## config.mk

```make
export PLATFORM = sky130hd
export DESIGN_NAME = pwsq_top
export DESIGN_NICKNAME = d
export VERILOG_FILES = /design/src/hw/pwsq_pkg.sv /design/src/hw/pwsq_pwm_base.sv /design/src/hw/pwsq_sq_nco.sv /design/src/hw/pwsq_top.sv
export VERILOG_INCLUDE_DIRS = /design/src /design/src/hw
export SDC_FILE = /design/constraint.sdc
export NUM_CORES = 2
export LEC_CHECK = 0
export BUFFER_PORTS_ARGS = -buffer_cell sky130_fd_sc_hd__buf_2
export CORE_UTILIZATION = 50
export DETAILED_ROUTE_END_ITERATION = 8
export GPL_TIMING_DRIVEN = 0
export PLACE_DENSITY = 0.66
export SLEW_MARGIN = 0
export SYNTH_ARGS = -nofsm -noshare
export SYNTH_HDL_FRONTEND = slang
export SYNTH_SLANG_ARGS = --single-unit
```

## constraint.sdc

```tcl
create_clock -name clk_in -period 4 [get_ports clk_in]
set_input_delay 1 -clock clk_in [delete_from_list [all_inputs] [get_ports clk_in]]
set_output_delay 1 -clock clk_in [all_outputs]
set_load 0.02 [all_outputs]
```

## src/hw/pwsq_regs.svh

```systemverilog
// register offsets, reset values and timing counts of the pwm and square-wave block
// assumes a 10 MHz module clock and a byte-addressed register port
`ifndef PWSQ_REGS_SVH
`define PWSQ_REGS_SVH

`define PWSQ_CLK_HZ 10000000
`define PWSQ_CLK_NS 100
`define PWSQ_TICK_NS 1000
`define PWSQ_TICK_CYC ((`PWSQ_TICK_NS + `PWSQ_CLK_NS - 1) / `PWSQ_CLK_NS)
`define PWSQ_PWM_MAX_HZ 1000000
`define PWSQ_SQ_MAX_HZ 4000000
`define PWSQ_SQ_MAX_INC ((64'd4000000 << 32) / 64'd10000000)

`define PWSQ_OFF_CTRL 8'h00
`define PWSQ_OFF_PERIOD 8'h04
`define PWSQ_OFF_SQINC 8'h08
`define PWSQ_OFF_STATUS 8'h0C
`define PWSQ_OFF_GPOUT 8'h10
`define PWSQ_OFF_GPOE 8'h14
`define PWSQ_OFF_FNSEL 8'h18
`define PWSQ_OFF_PINLVL 8'h1C
`define PWSQ_OFF_DUTY 8'h40

`define PWSQ_CTRL_PWM_BIT 0
`define PWSQ_CTRL_SQ_BIT 1
`define PWSQ_DUTY_SQ_LSB 16

`define PWSQ_RST_PERIOD 16'h03E8
`define PWSQ_RST_SQ_DUTY 8'h80

`endif

```

## src/hw/pwsq_pkg.sv

```systemverilog
// types and shared helpers of the pwm and square-wave block
// assumes nothing beyond the header of constants
package pwsq_pkg;

   // pin function; gray order gpio -> pwm -> square
   typedef enum logic [1:0]
   {
      PWSQ_FN_GPIO = 2'h0,
      PWSQ_FN_PWM = 2'h1,
      PWSQ_FN_SQ = 2'h3,
      PWSQ_FN_RSVD = 2'h2
   } pwsq_fn_type;

   function automatic logic pwsq_pwm_level(input logic [15:0] cnt, input logic [15:0] duty,
                                           input logic [15:0] period);
   begin
      pwsq_pwm_level = (duty >= period) ? 1'b1 : (cnt < duty);
   end
   endfunction : pwsq_pwm_level

endpackage : pwsq_pkg

```

## src/hw/pwsq_pwm_base.sv

```systemverilog
// shared pwm timebase: microsecond tick and period counter
// assumes period is never zero (the register file clamps it)
`timescale 1ns/100ps
`default_nettype none
`include "pwsq_regs.svh"

module pwsq_pwm_base #(
   parameter int TICK_CYC = `PWSQ_TICK_CYC,
   parameter int CW = 16
) (
   input wire logic clk_in,
   input wire logic rstn_in,
   input wire logic en_in,
   input wire logic [CW-1:0] period_in,
   output logic tick_out,
   output logic [CW-1:0] cnt_out
);
   import pwsq_pkg::*;

   localparam int PW = $clog2(TICK_CYC + 1);
   localparam logic [PW-1:0] PRE_LAST = PW'(TICK_CYC - 1);

   logic [PW-1:0] pre;
   wire pre_wrap = (pre == PRE_LAST);
   wire cnt_wrap = (cnt_out >= period_in - CW'(1));

   always_ff @(posedge clk_in or negedge rstn_in)
   begin
      if (!rstn_in)
      begin
         pre <= '0;
         tick_out <= 1'b0;
         cnt_out <= '0;
      end
      else if (!en_in)
      begin
         pre <= '0;
         tick_out <= 1'b0;
         cnt_out <= '0;
      end
      else
      begin
         pre <= pre_wrap ? '0 : pre + PW'(1); // RULE_03
         tick_out <= pre_wrap;
         if (tick_out)
            cnt_out <= cnt_wrap ? '0 : cnt_out + CW'(1); // RULE_03
      end
   end

   // helper: cycles since the last tick, cleared while stopped; saturates so it never wraps
   logic [PW-1:0] gap;
   logic gap_seen;

   always_ff @(posedge clk_in or negedge rstn_in)
   begin
      if (!rstn_in)
      begin
         gap <= '0;
         gap_seen <= 1'b0;
      end
      else if (!en_in)
      begin
         gap <= '0;
         gap_seen <= 1'b0;
      end
      else if (tick_out)
      begin
         gap <= '0;
         gap_seen <= 1'b1;
      end
      else if (!(&gap))
         gap <= gap + PW'(1);
   end
endmodule : pwsq_pwm_base
`default_nettype wire

```

## src/hw/pwsq_sq_nco.sv

```systemverilog
// common square-wave phase accumulator for all pins
// assumes the increment is already limited to the top rate
`timescale 1ns/100ps
`default_nettype none
`include "pwsq_regs.svh"

module pwsq_sq_nco #(
   parameter int AW = 32
) (
   input wire logic clk_in,
   input wire logic rstn_in,
   input wire logic en_in,
   input wire logic [AW-1:0] inc_in,
   output logic [AW-1:0] phase_out
);
   import pwsq_pkg::*;

   // zero increment freezes the phase, so every square-wave pin stays static
   always_ff @(posedge clk_in or negedge rstn_in)
   begin
      if (!rstn_in)
         phase_out <= '0;
      else if (en_in)
         phase_out <= phase_out + inc_in; // RULE_05
   end
endmodule : pwsq_sq_nco
`default_nettype wire

```

## src/hw/pwsq_top.sv

```systemverilog
// pwm and square-wave generator with per-pin function select on 16 general pins
// assumes a 10 MHz clock and a single-cycle register port with read data one cycle later
`timescale 1ns/100ps
`default_nettype none
`include "pwsq_regs.svh"

//
// Contract
// (RULE_01) pwm period programmable in microseconds, fastest 1 MHz.
// (RULE_02) pwm duty settable from always off to always on.
// (RULE_03) duty steps are one microsecond, so steps equal period length.
// (RULE_04) any general pin may carry pwm, up to 16 at once.
// (RULE_05) square wave programmable from 0 Hz to 4 MHz, nominally 50 percent.
// (RULE_06) one common square frequency on all pins, duty set per pin.
// (RULE_07) pwm static low at zero, high at full; square static at 0 Hz.
module pwsq_top #(
   parameter int NPIN = 16,
   parameter int CW = 16
) (
   input wire logic clk_in,
   input wire logic rstn_in,
   input wire logic [7:0] reg_addr_in,
   input wire logic [31:0] reg_wdata_in,
   input wire logic reg_wr_in,
   input wire logic reg_rd_in,
   output logic [31:0] reg_rdata_out,
   input wire logic [NPIN-1:0] general_pin_in,
   output logic [NPIN-1:0] general_pin_out,
   output logic [NPIN-1:0] general_pin_oe_n_out
);
   import pwsq_pkg::*;

   localparam logic [31:0] SQ_MAX = 32'(`PWSQ_SQ_MAX_INC);
   localparam logic [CW-1:0] PER_MIN =
      CW'(`PWSQ_CLK_HZ / `PWSQ_PWM_MAX_HZ / `PWSQ_TICK_CYC);

   // ****************************************************************
   // register file
   // ****************************************************************

   logic [1:0] ctrl;
   logic [CW-1:0] period;
   logic [31:0] sq_inc;
   logic [2*NPIN-1:0] fn_sel;
   logic [NPIN-1:0] gp_out;
   logic [NPIN-1:0] gp_oe;
   logic [NPIN-1:0] pin_lvl;
   logic [CW-1:0] pwm_duty [NPIN];
   logic [7:0] sq_duty [NPIN];

   wire wr_ctrl = reg_wr_in && (reg_addr_in == `PWSQ_OFF_CTRL);
   wire wr_period = reg_wr_in && (reg_addr_in == `PWSQ_OFF_PERIOD);
   wire wr_sqinc = reg_wr_in && (reg_addr_in == `PWSQ_OFF_SQINC);
   wire wr_gpout = reg_wr_in && (reg_addr_in == `PWSQ_OFF_GPOUT);
   wire wr_gpoe = reg_wr_in && (reg_addr_in == `PWSQ_OFF_GPOE);
   wire wr_fnsel = reg_wr_in && (reg_addr_in == `PWSQ_OFF_FNSEL);
   wire duty_hit = (reg_addr_in[7:6] == 2'(`PWSQ_OFF_DUTY >> 6));
   wire [3:0] duty_idx = reg_addr_in[5:2];
   wire wr_duty = reg_wr_in && duty_hit;

   wire pwm_en = ctrl[`PWSQ_CTRL_PWM_BIT];
   wire sq_en = ctrl[`PWSQ_CTRL_SQ_BIT];

   // clamp on write so the timebase never sees a rate above its limit
   wire [CW-1:0] wdata_per = reg_wdata_in[CW-1:0];
   wire [CW-1:0] next_period = (wdata_per < PER_MIN) ? PER_MIN : wdata_per; // RULE_01
   wire [31:0] next_sq_inc = (reg_wdata_in > SQ_MAX) ? SQ_MAX : reg_wdata_in; // RULE_05

   always_ff @(posedge clk_in or negedge rstn_in)
   begin
      if (!rstn_in)
      begin
         ctrl <= '0;
         period <= `PWSQ_RST_PERIOD;
         sq_inc <= '0;
         fn_sel <= '0;
         gp_out <= '0;
         gp_oe <= '0;
      end
      else
      begin
         if (wr_ctrl)
            ctrl <= reg_wdata_in[1:0];
         if (wr_period)
            period <= next_period; // RULE_01
         if (wr_sqinc)
            sq_inc <= next_sq_inc; // RULE_05
         if (wr_fnsel)
            fn_sel <= reg_wdata_in[2*NPIN-1:0]; // RULE_04
         if (wr_gpout)
            gp_out <= reg_wdata_in[NPIN-1:0];
         if (wr_gpoe)
            gp_oe <= reg_wdata_in[NPIN-1:0];
      end
   end

   // per-pin duty words; square duty defaults to half the phase range
   always_ff @(posedge clk_in or negedge rstn_in)
   begin
      if (!rstn_in)
      begin
         for (int i = 0; i < NPIN; i++)
         begin
            pwm_duty[i] <= '0;
            sq_duty[i] <= `PWSQ_RST_SQ_DUTY;
         end
      end
      else if (wr_duty)
      begin
         pwm_duty[duty_idx] <= reg_wdata_in[CW-1:0]; // RULE_02
         sq_duty[duty_idx] <= reg_wdata_in[`PWSQ_DUTY_SQ_LSB +: 8]; // RULE_06
      end
   end

   // ****************************************************************
   // timebases
   // ****************************************************************

   logic pwm_tick;
   logic [CW-1:0] pwm_cnt;
   logic [31:0] sq_phase;

   pwsq_pwm_base #(
      .TICK_CYC(`PWSQ_TICK_CYC),
      .CW(CW)
   ) u_pwm_base (
      .clk_in(clk_in),
      .rstn_in(rstn_in),
      .en_in(pwm_en),
      .period_in(period),
      .tick_out(pwm_tick),
      .cnt_out(pwm_cnt)
   );

   pwsq_sq_nco #(
      .AW(32)
   ) u_sq_nco (
      .clk_in(clk_in),
      .rstn_in(rstn_in),
      .en_in(sq_en),
      .inc_in(sq_inc),
      .phase_out(sq_phase)
   );

   // ****************************************************************
   // pin multiplexer
   // ****************************************************************

   logic [NPIN-1:0] pwm_lvl;
   logic [NPIN-1:0] sq_lvl;
   logic [NPIN-1:0] next_pin;
   logic [NPIN-1:0] next_oe_n;

   for (genvar g = 0; g < NPIN; g++)
   begin : g_pin
      wire pwsq_fn_type fn = pwsq_fn_type'(fn_sel[2*g +: 2]);
      // a shared counter keeps every pwm pin phase aligned
      assign pwm_lvl[g] = pwm_en && pwsq_pwm_level(pwm_cnt, pwm_duty[g], period); // RULE_02
      // one phase for all pins, each with its own threshold
      assign sq_lvl[g] = sq_en && (sq_phase[31:24] < sq_duty[g]); // RULE_06
      assign next_pin[g] = (fn == PWSQ_FN_PWM) ? pwm_lvl[g] : // RULE_04
                           (fn == PWSQ_FN_SQ) ? sq_lvl[g] :
                           gp_out[g];
      assign next_oe_n[g] = (fn == PWSQ_FN_PWM || fn == PWSQ_FN_SQ) ? 1'b0 : ~gp_oe[g];
   end

   always_ff @(posedge clk_in or negedge rstn_in)
   begin
      if (!rstn_in)
      begin
         general_pin_out <= '0;
         general_pin_oe_n_out <= '1;
         pin_lvl <= '0;
      end
      else
      begin
         general_pin_out <= next_pin; // RULE_04
         general_pin_oe_n_out <= next_oe_n;
         pin_lvl <= general_pin_in;
      end
   end

   // ****************************************************************
   // read port
   // ****************************************************************

   wire [31:0] status = {sq_phase[31], 15'h0000, pwm_cnt};
   wire [31:0] duty_word = {8'h00, sq_duty[duty_idx], pwm_duty[duty_idx]};
   wire [31:0] next_rdata =
      !reg_rd_in ? 32'h00000000 :
      (reg_addr_in == `PWSQ_OFF_CTRL) ? {30'h00000000, ctrl} :
      (reg_addr_in == `PWSQ_OFF_PERIOD) ? {16'h0000, period} :
      (reg_addr_in == `PWSQ_OFF_SQINC) ? sq_inc :
      (reg_addr_in == `PWSQ_OFF_STATUS) ? status :
      (reg_addr_in == `PWSQ_OFF_GPOUT) ? {16'h0000, gp_out} :
      (reg_addr_in == `PWSQ_OFF_GPOE) ? {16'h0000, gp_oe} :
      (reg_addr_in == `PWSQ_OFF_FNSEL) ? fn_sel :
      (reg_addr_in == `PWSQ_OFF_PINLVL) ? {16'h0000, pin_lvl} :
      duty_hit ? duty_word :
      32'h00000000;

   // unmapped addresses read zero, writes to them are dropped
   always_ff @(posedge clk_in or negedge rstn_in)
   begin
      if (!rstn_in)
         reg_rdata_out <= '0;
      else
         reg_rdata_out <= next_rdata;
   end
endmodule : pwsq_top
`default_nettype wire

```

==> summary.md <==
| Metric | Value |
|---|---|
| Synth top cells by count | 659 x ha_1, 593 x dfrtp_1, 424 x inv_1 |
| Initial core utilization | 50.6% |
| Layout cells sized above 1 | 17.0% |
| Post-synth ARST share | 100% |
| Chip Width | 296 um |
| Failing checks | capacitance limit, slew limit, setup timing |
| Worst Path Buf+Inv | 0 |
| Largest cells by area after synthesis | dfrtp_1 34%, ha_1 19%, mux2_2 6.8%, mux4_2 6.4%, o21ai_0 4.9% |
| Dpl hpwl | 121000 um |
| Synthesized Nets | 4928 |
| Clock Skew | 0.0216 ns |
| Max Fclk | 241 MHz |
| CTS Hold Bufs | 0 |
| Required time of the critical path | 4.50 ns |
| Relative slew slack | -3.26% |
| Fillers | 7547 |
| Core ar. | 0.0853 mm^2 |
| Fin crit period | 4.15 ns |
| TritonCTS clock tree | built |
| Mapped Avg Cell Area | 10.2 um^2 |
| Startpoint Class | flip-flop |
| Total wire length | 155000 um |
| Initial antenna violation count | 8 |
| Post-synth top area cell | dfrtp_1 |
| Die height | 296 um |
| H-tree depth | 3 |
| Worst-path fanout max | 22 |
| First drt pass iteration count | 8 |
| Final hold vios | 0 |
| Gpl congestion | 1.09 |
| Seq/Total Area, Yosys | 36.7% |
| Slew @ Worst Pin | 1.55 ns |
| Clk_lat worst skew | 0.67 ns |
| Pre-CTS setup slack | -1.17 ns |
| I/O pin count | 124 |
| Internal | 13.9 mW |
| Max-Cap Viols | 5 |
| Worst R2R End | general_pin_out[7] |
| Sw Share | 32.8% |
| Clk slew on worst S/H paths | 0.06 ns |
| Reg2reg path depth | 8 |
| Peak supply drop | 604 uV |
| Initial DRC Count | 3523 |
| Most frequent cell after synthesis | ha_1 |
| Critical path type | reg -> reg |
| EDFF count, synth | 0 |
| Top delay family on crit path | compound AO/OA/AOI/OAI gates |
| R2r setup slk | -0.15 ns |
| Largest net degree at the start of global routing | 113 |
| Post-synth cell types | 75 |
| Final Cycle Share | 104% |
| First-pass GRT wire length | 227000 um |
| Quantity of I/O buffers inserted on ports | 118 |
| Ys Warns | 0 |
| Cell Chain, Critical Path | ha_1 > a21o_1 > a21o_1 > a21o_1 > a2111oi_1 > o21ai_0 > a311o_1 > a31oi_1 |
| Clock root cell | clkbuf_16 |
| Worst EP arrival | 4.65 ns |
| Most used cell, CP | a21o_1 |
| Vias in the first global route | 35100 |
| Final instance area | 0.0482 mm^2 |
| Total grt overflow | 0 |
| GRT Overall Usage | 35.8% |
| # setup viols final | 3 |
| Nets | 5142 |
| P_sw | 6.80 mW |
| Vias per inst | 6.37 |
| CTS Sinks | 631 |
| Max incr delay on CP | 1.13 ns |
| Post-route setup slack | -0.150 ns |
| Via count | 35900 |
| # rows | 107 |
| Outcome | finished with violations |
| ANT nets after route | 0 |
| Max Slew Vio Count | 93 |
| Mapped Cells | 4208 |
| Final core utilization | 56.5% |
| Slowest CP cell | dfrtp_1 |
| Clock group share of total power | 35.9% |
| CTS max path bufs | 3 |
| Cell Area, Placed | 0.0453 mm^2 |
| Synth Flop Type | dfrtp_1 |
| Endpoint type of the worst setup path | flip-flop |
| Worst R2R Start | u_pwm_base.cnt_out[2] |
| Power Density | 430 mW/mm^2 |
| Sequential share of power | 39.1% |
| Hold WC Path Type | in -> async |
| Post-detailed-route wirelength per cell | 27.6 um |
| Area grow syn2layout | 11.7% |
| Die area | 0.0874 mm^2 |
| Logic pwr share | 25.0% |
| Flops & latches, synth | 631 |
| Num CTS Buffers | 75 |
| DRC Markers | 0 |
| Overall Power | 20.7 mW |
| Leak pwr | 23.9 nW |
| Syn Std Cell Area | 0.0431 mm^2 |
| Top cell type's share of synthesized area | 34.4% |
==> cell families after synthesis <==
| group | synth area share, % |
|---|---|
| AO/OA/AOI/OAI | 15.7 |
| XOR/XNOR | 0.873 |
| adder cells (fa/ha/maj) | 19.2 |
| buffers and inverters | 5.57 |
| flip-flops | 36.7 |
| multiplexers | 13.5 |
| AND/OR/NAND/NOR | 8.48 |
==> metrics by stage <==
step / TNS [ns] / hold WS [ns] / cells
floorplan: 0 / 0.374 / 4208
global placement: -7437.26 / 0.463 / 5470
detailed placement: -120.70 / 0.458 / 5477
CTS: 0 / 0.357 / 5614
global route: -0.0381 / 0.390 / 5627
finish: -0.211 / 0.317 / 5631
==> state kept, by name (all words and copies together) (netlist names), 2 cells and up <==
name and cells:
pwm_duty 256, sq_duty 128, general_pin_out 16, ctrl 2, u_pwm_base.cnt_out 16, general_pin_oe_n_out 16
u_sq_nco.phase_out 32, fn_sel 32, gp_out 16, gp_oe 16, period 16, sq_inc 32
pin_lvl 16, reg_rdata_out 32, u_pwm_base.pre 4
==> layout by cell type (no fill, tap or decap), types with 20 or more instances in the layout <==
master     instances
buf_2            164
a211oi_1          31
nor2b_1           35
nor3_1            30
and3_1            21
inv_1            422
buf_4             23
xnor2_1           33
ha_1             659
dfrtp_1          590
dfstp_2           38
o21ai_0          421
o211ai_1          20
mux4_2           122
o31ai_1           21
clkbuf_1         138
nand2b_1          56
nand4_1           57
mux2_2           262
o21a_1            27
nand3_1           24
nand2_1          336
a31oi_1           23
nor2_1           157
clkbuf_16         75
a21o_1           175
a21oi_1          181
==> timing repair <==
action	CTS	global route
setup endpoints to repair	38	48
pin swaps	0	3
gates cloned	0	0
buffers inserted	0	14
gates resized for setup	17	17
==> area by class of cell <==
type | count | area [um^2] | share of cell area [%]
diodes | 4 | 10.0 | 0.0208
plain buffers | 190 | 810 | 1.68
clock buffers | 111 | 2170 | 4.51
clock inverters | 27 | 444 | 0.922
inverters | 425 | 1600 | 3.33
multi-input cells | 2960 | 25000 | 51.8
flip-flops and latches | 631 | 15800 | 32.9
well taps | 1144 | 1430 | 2.97
repair buffers | 139 | 891 | 1.85
==> metal layers <==
| layer | up-vias | track usage, % | part of all wire, % |
|---|---|---|---|
| li1 | 15700 | - | - |
| met1 | 18000 | 47.9 | 41 |
| met2 | 1708 | 52.8 | 42 |
| met3 | 451 | 8.38 | 9.8 |
| met4 | 6 | 21.5 | 7.0 |
| met5 | - | 0 | 0.016 |
==> worst max-delay path by stage <==
stage	from	endpoint	slack (ns)	cells past startpoint
5_1_grt	period[11]	u_pwm_base.cnt_out[10]	-0.02	13
3_3_place_gp	rstn_in	u_sq_nco.phase_out[19]	-12.01	1
3_5_place_dp	reg_addr_in[3]	reg_rdata_out[13]	-1.17	9
2_1_floorplan	period[2]	u_pwm_base.cnt_out[13]	0.32	17
6_report	u_pwm_base.cnt_out[2]	general_pin_out[7]	-0.15	8
4_1_cts	period[1]	u_pwm_base.cnt_out[12]	0.03	14
==> power by group through the flow <==
stage                     combinational, mW  sequential (mW)  clock, mW
final                                  5.17             8.10       7.44
after global routing                   5.76             8.18       7.70
after CTS                              5.09             8.05       7.46
after detailed placement               5.05             8.16          0
after global placement                 4.87             8.13          0
after floorplan                        3.45             7.86          0
No activity file was read; power rests on OpenSTA's default activity.
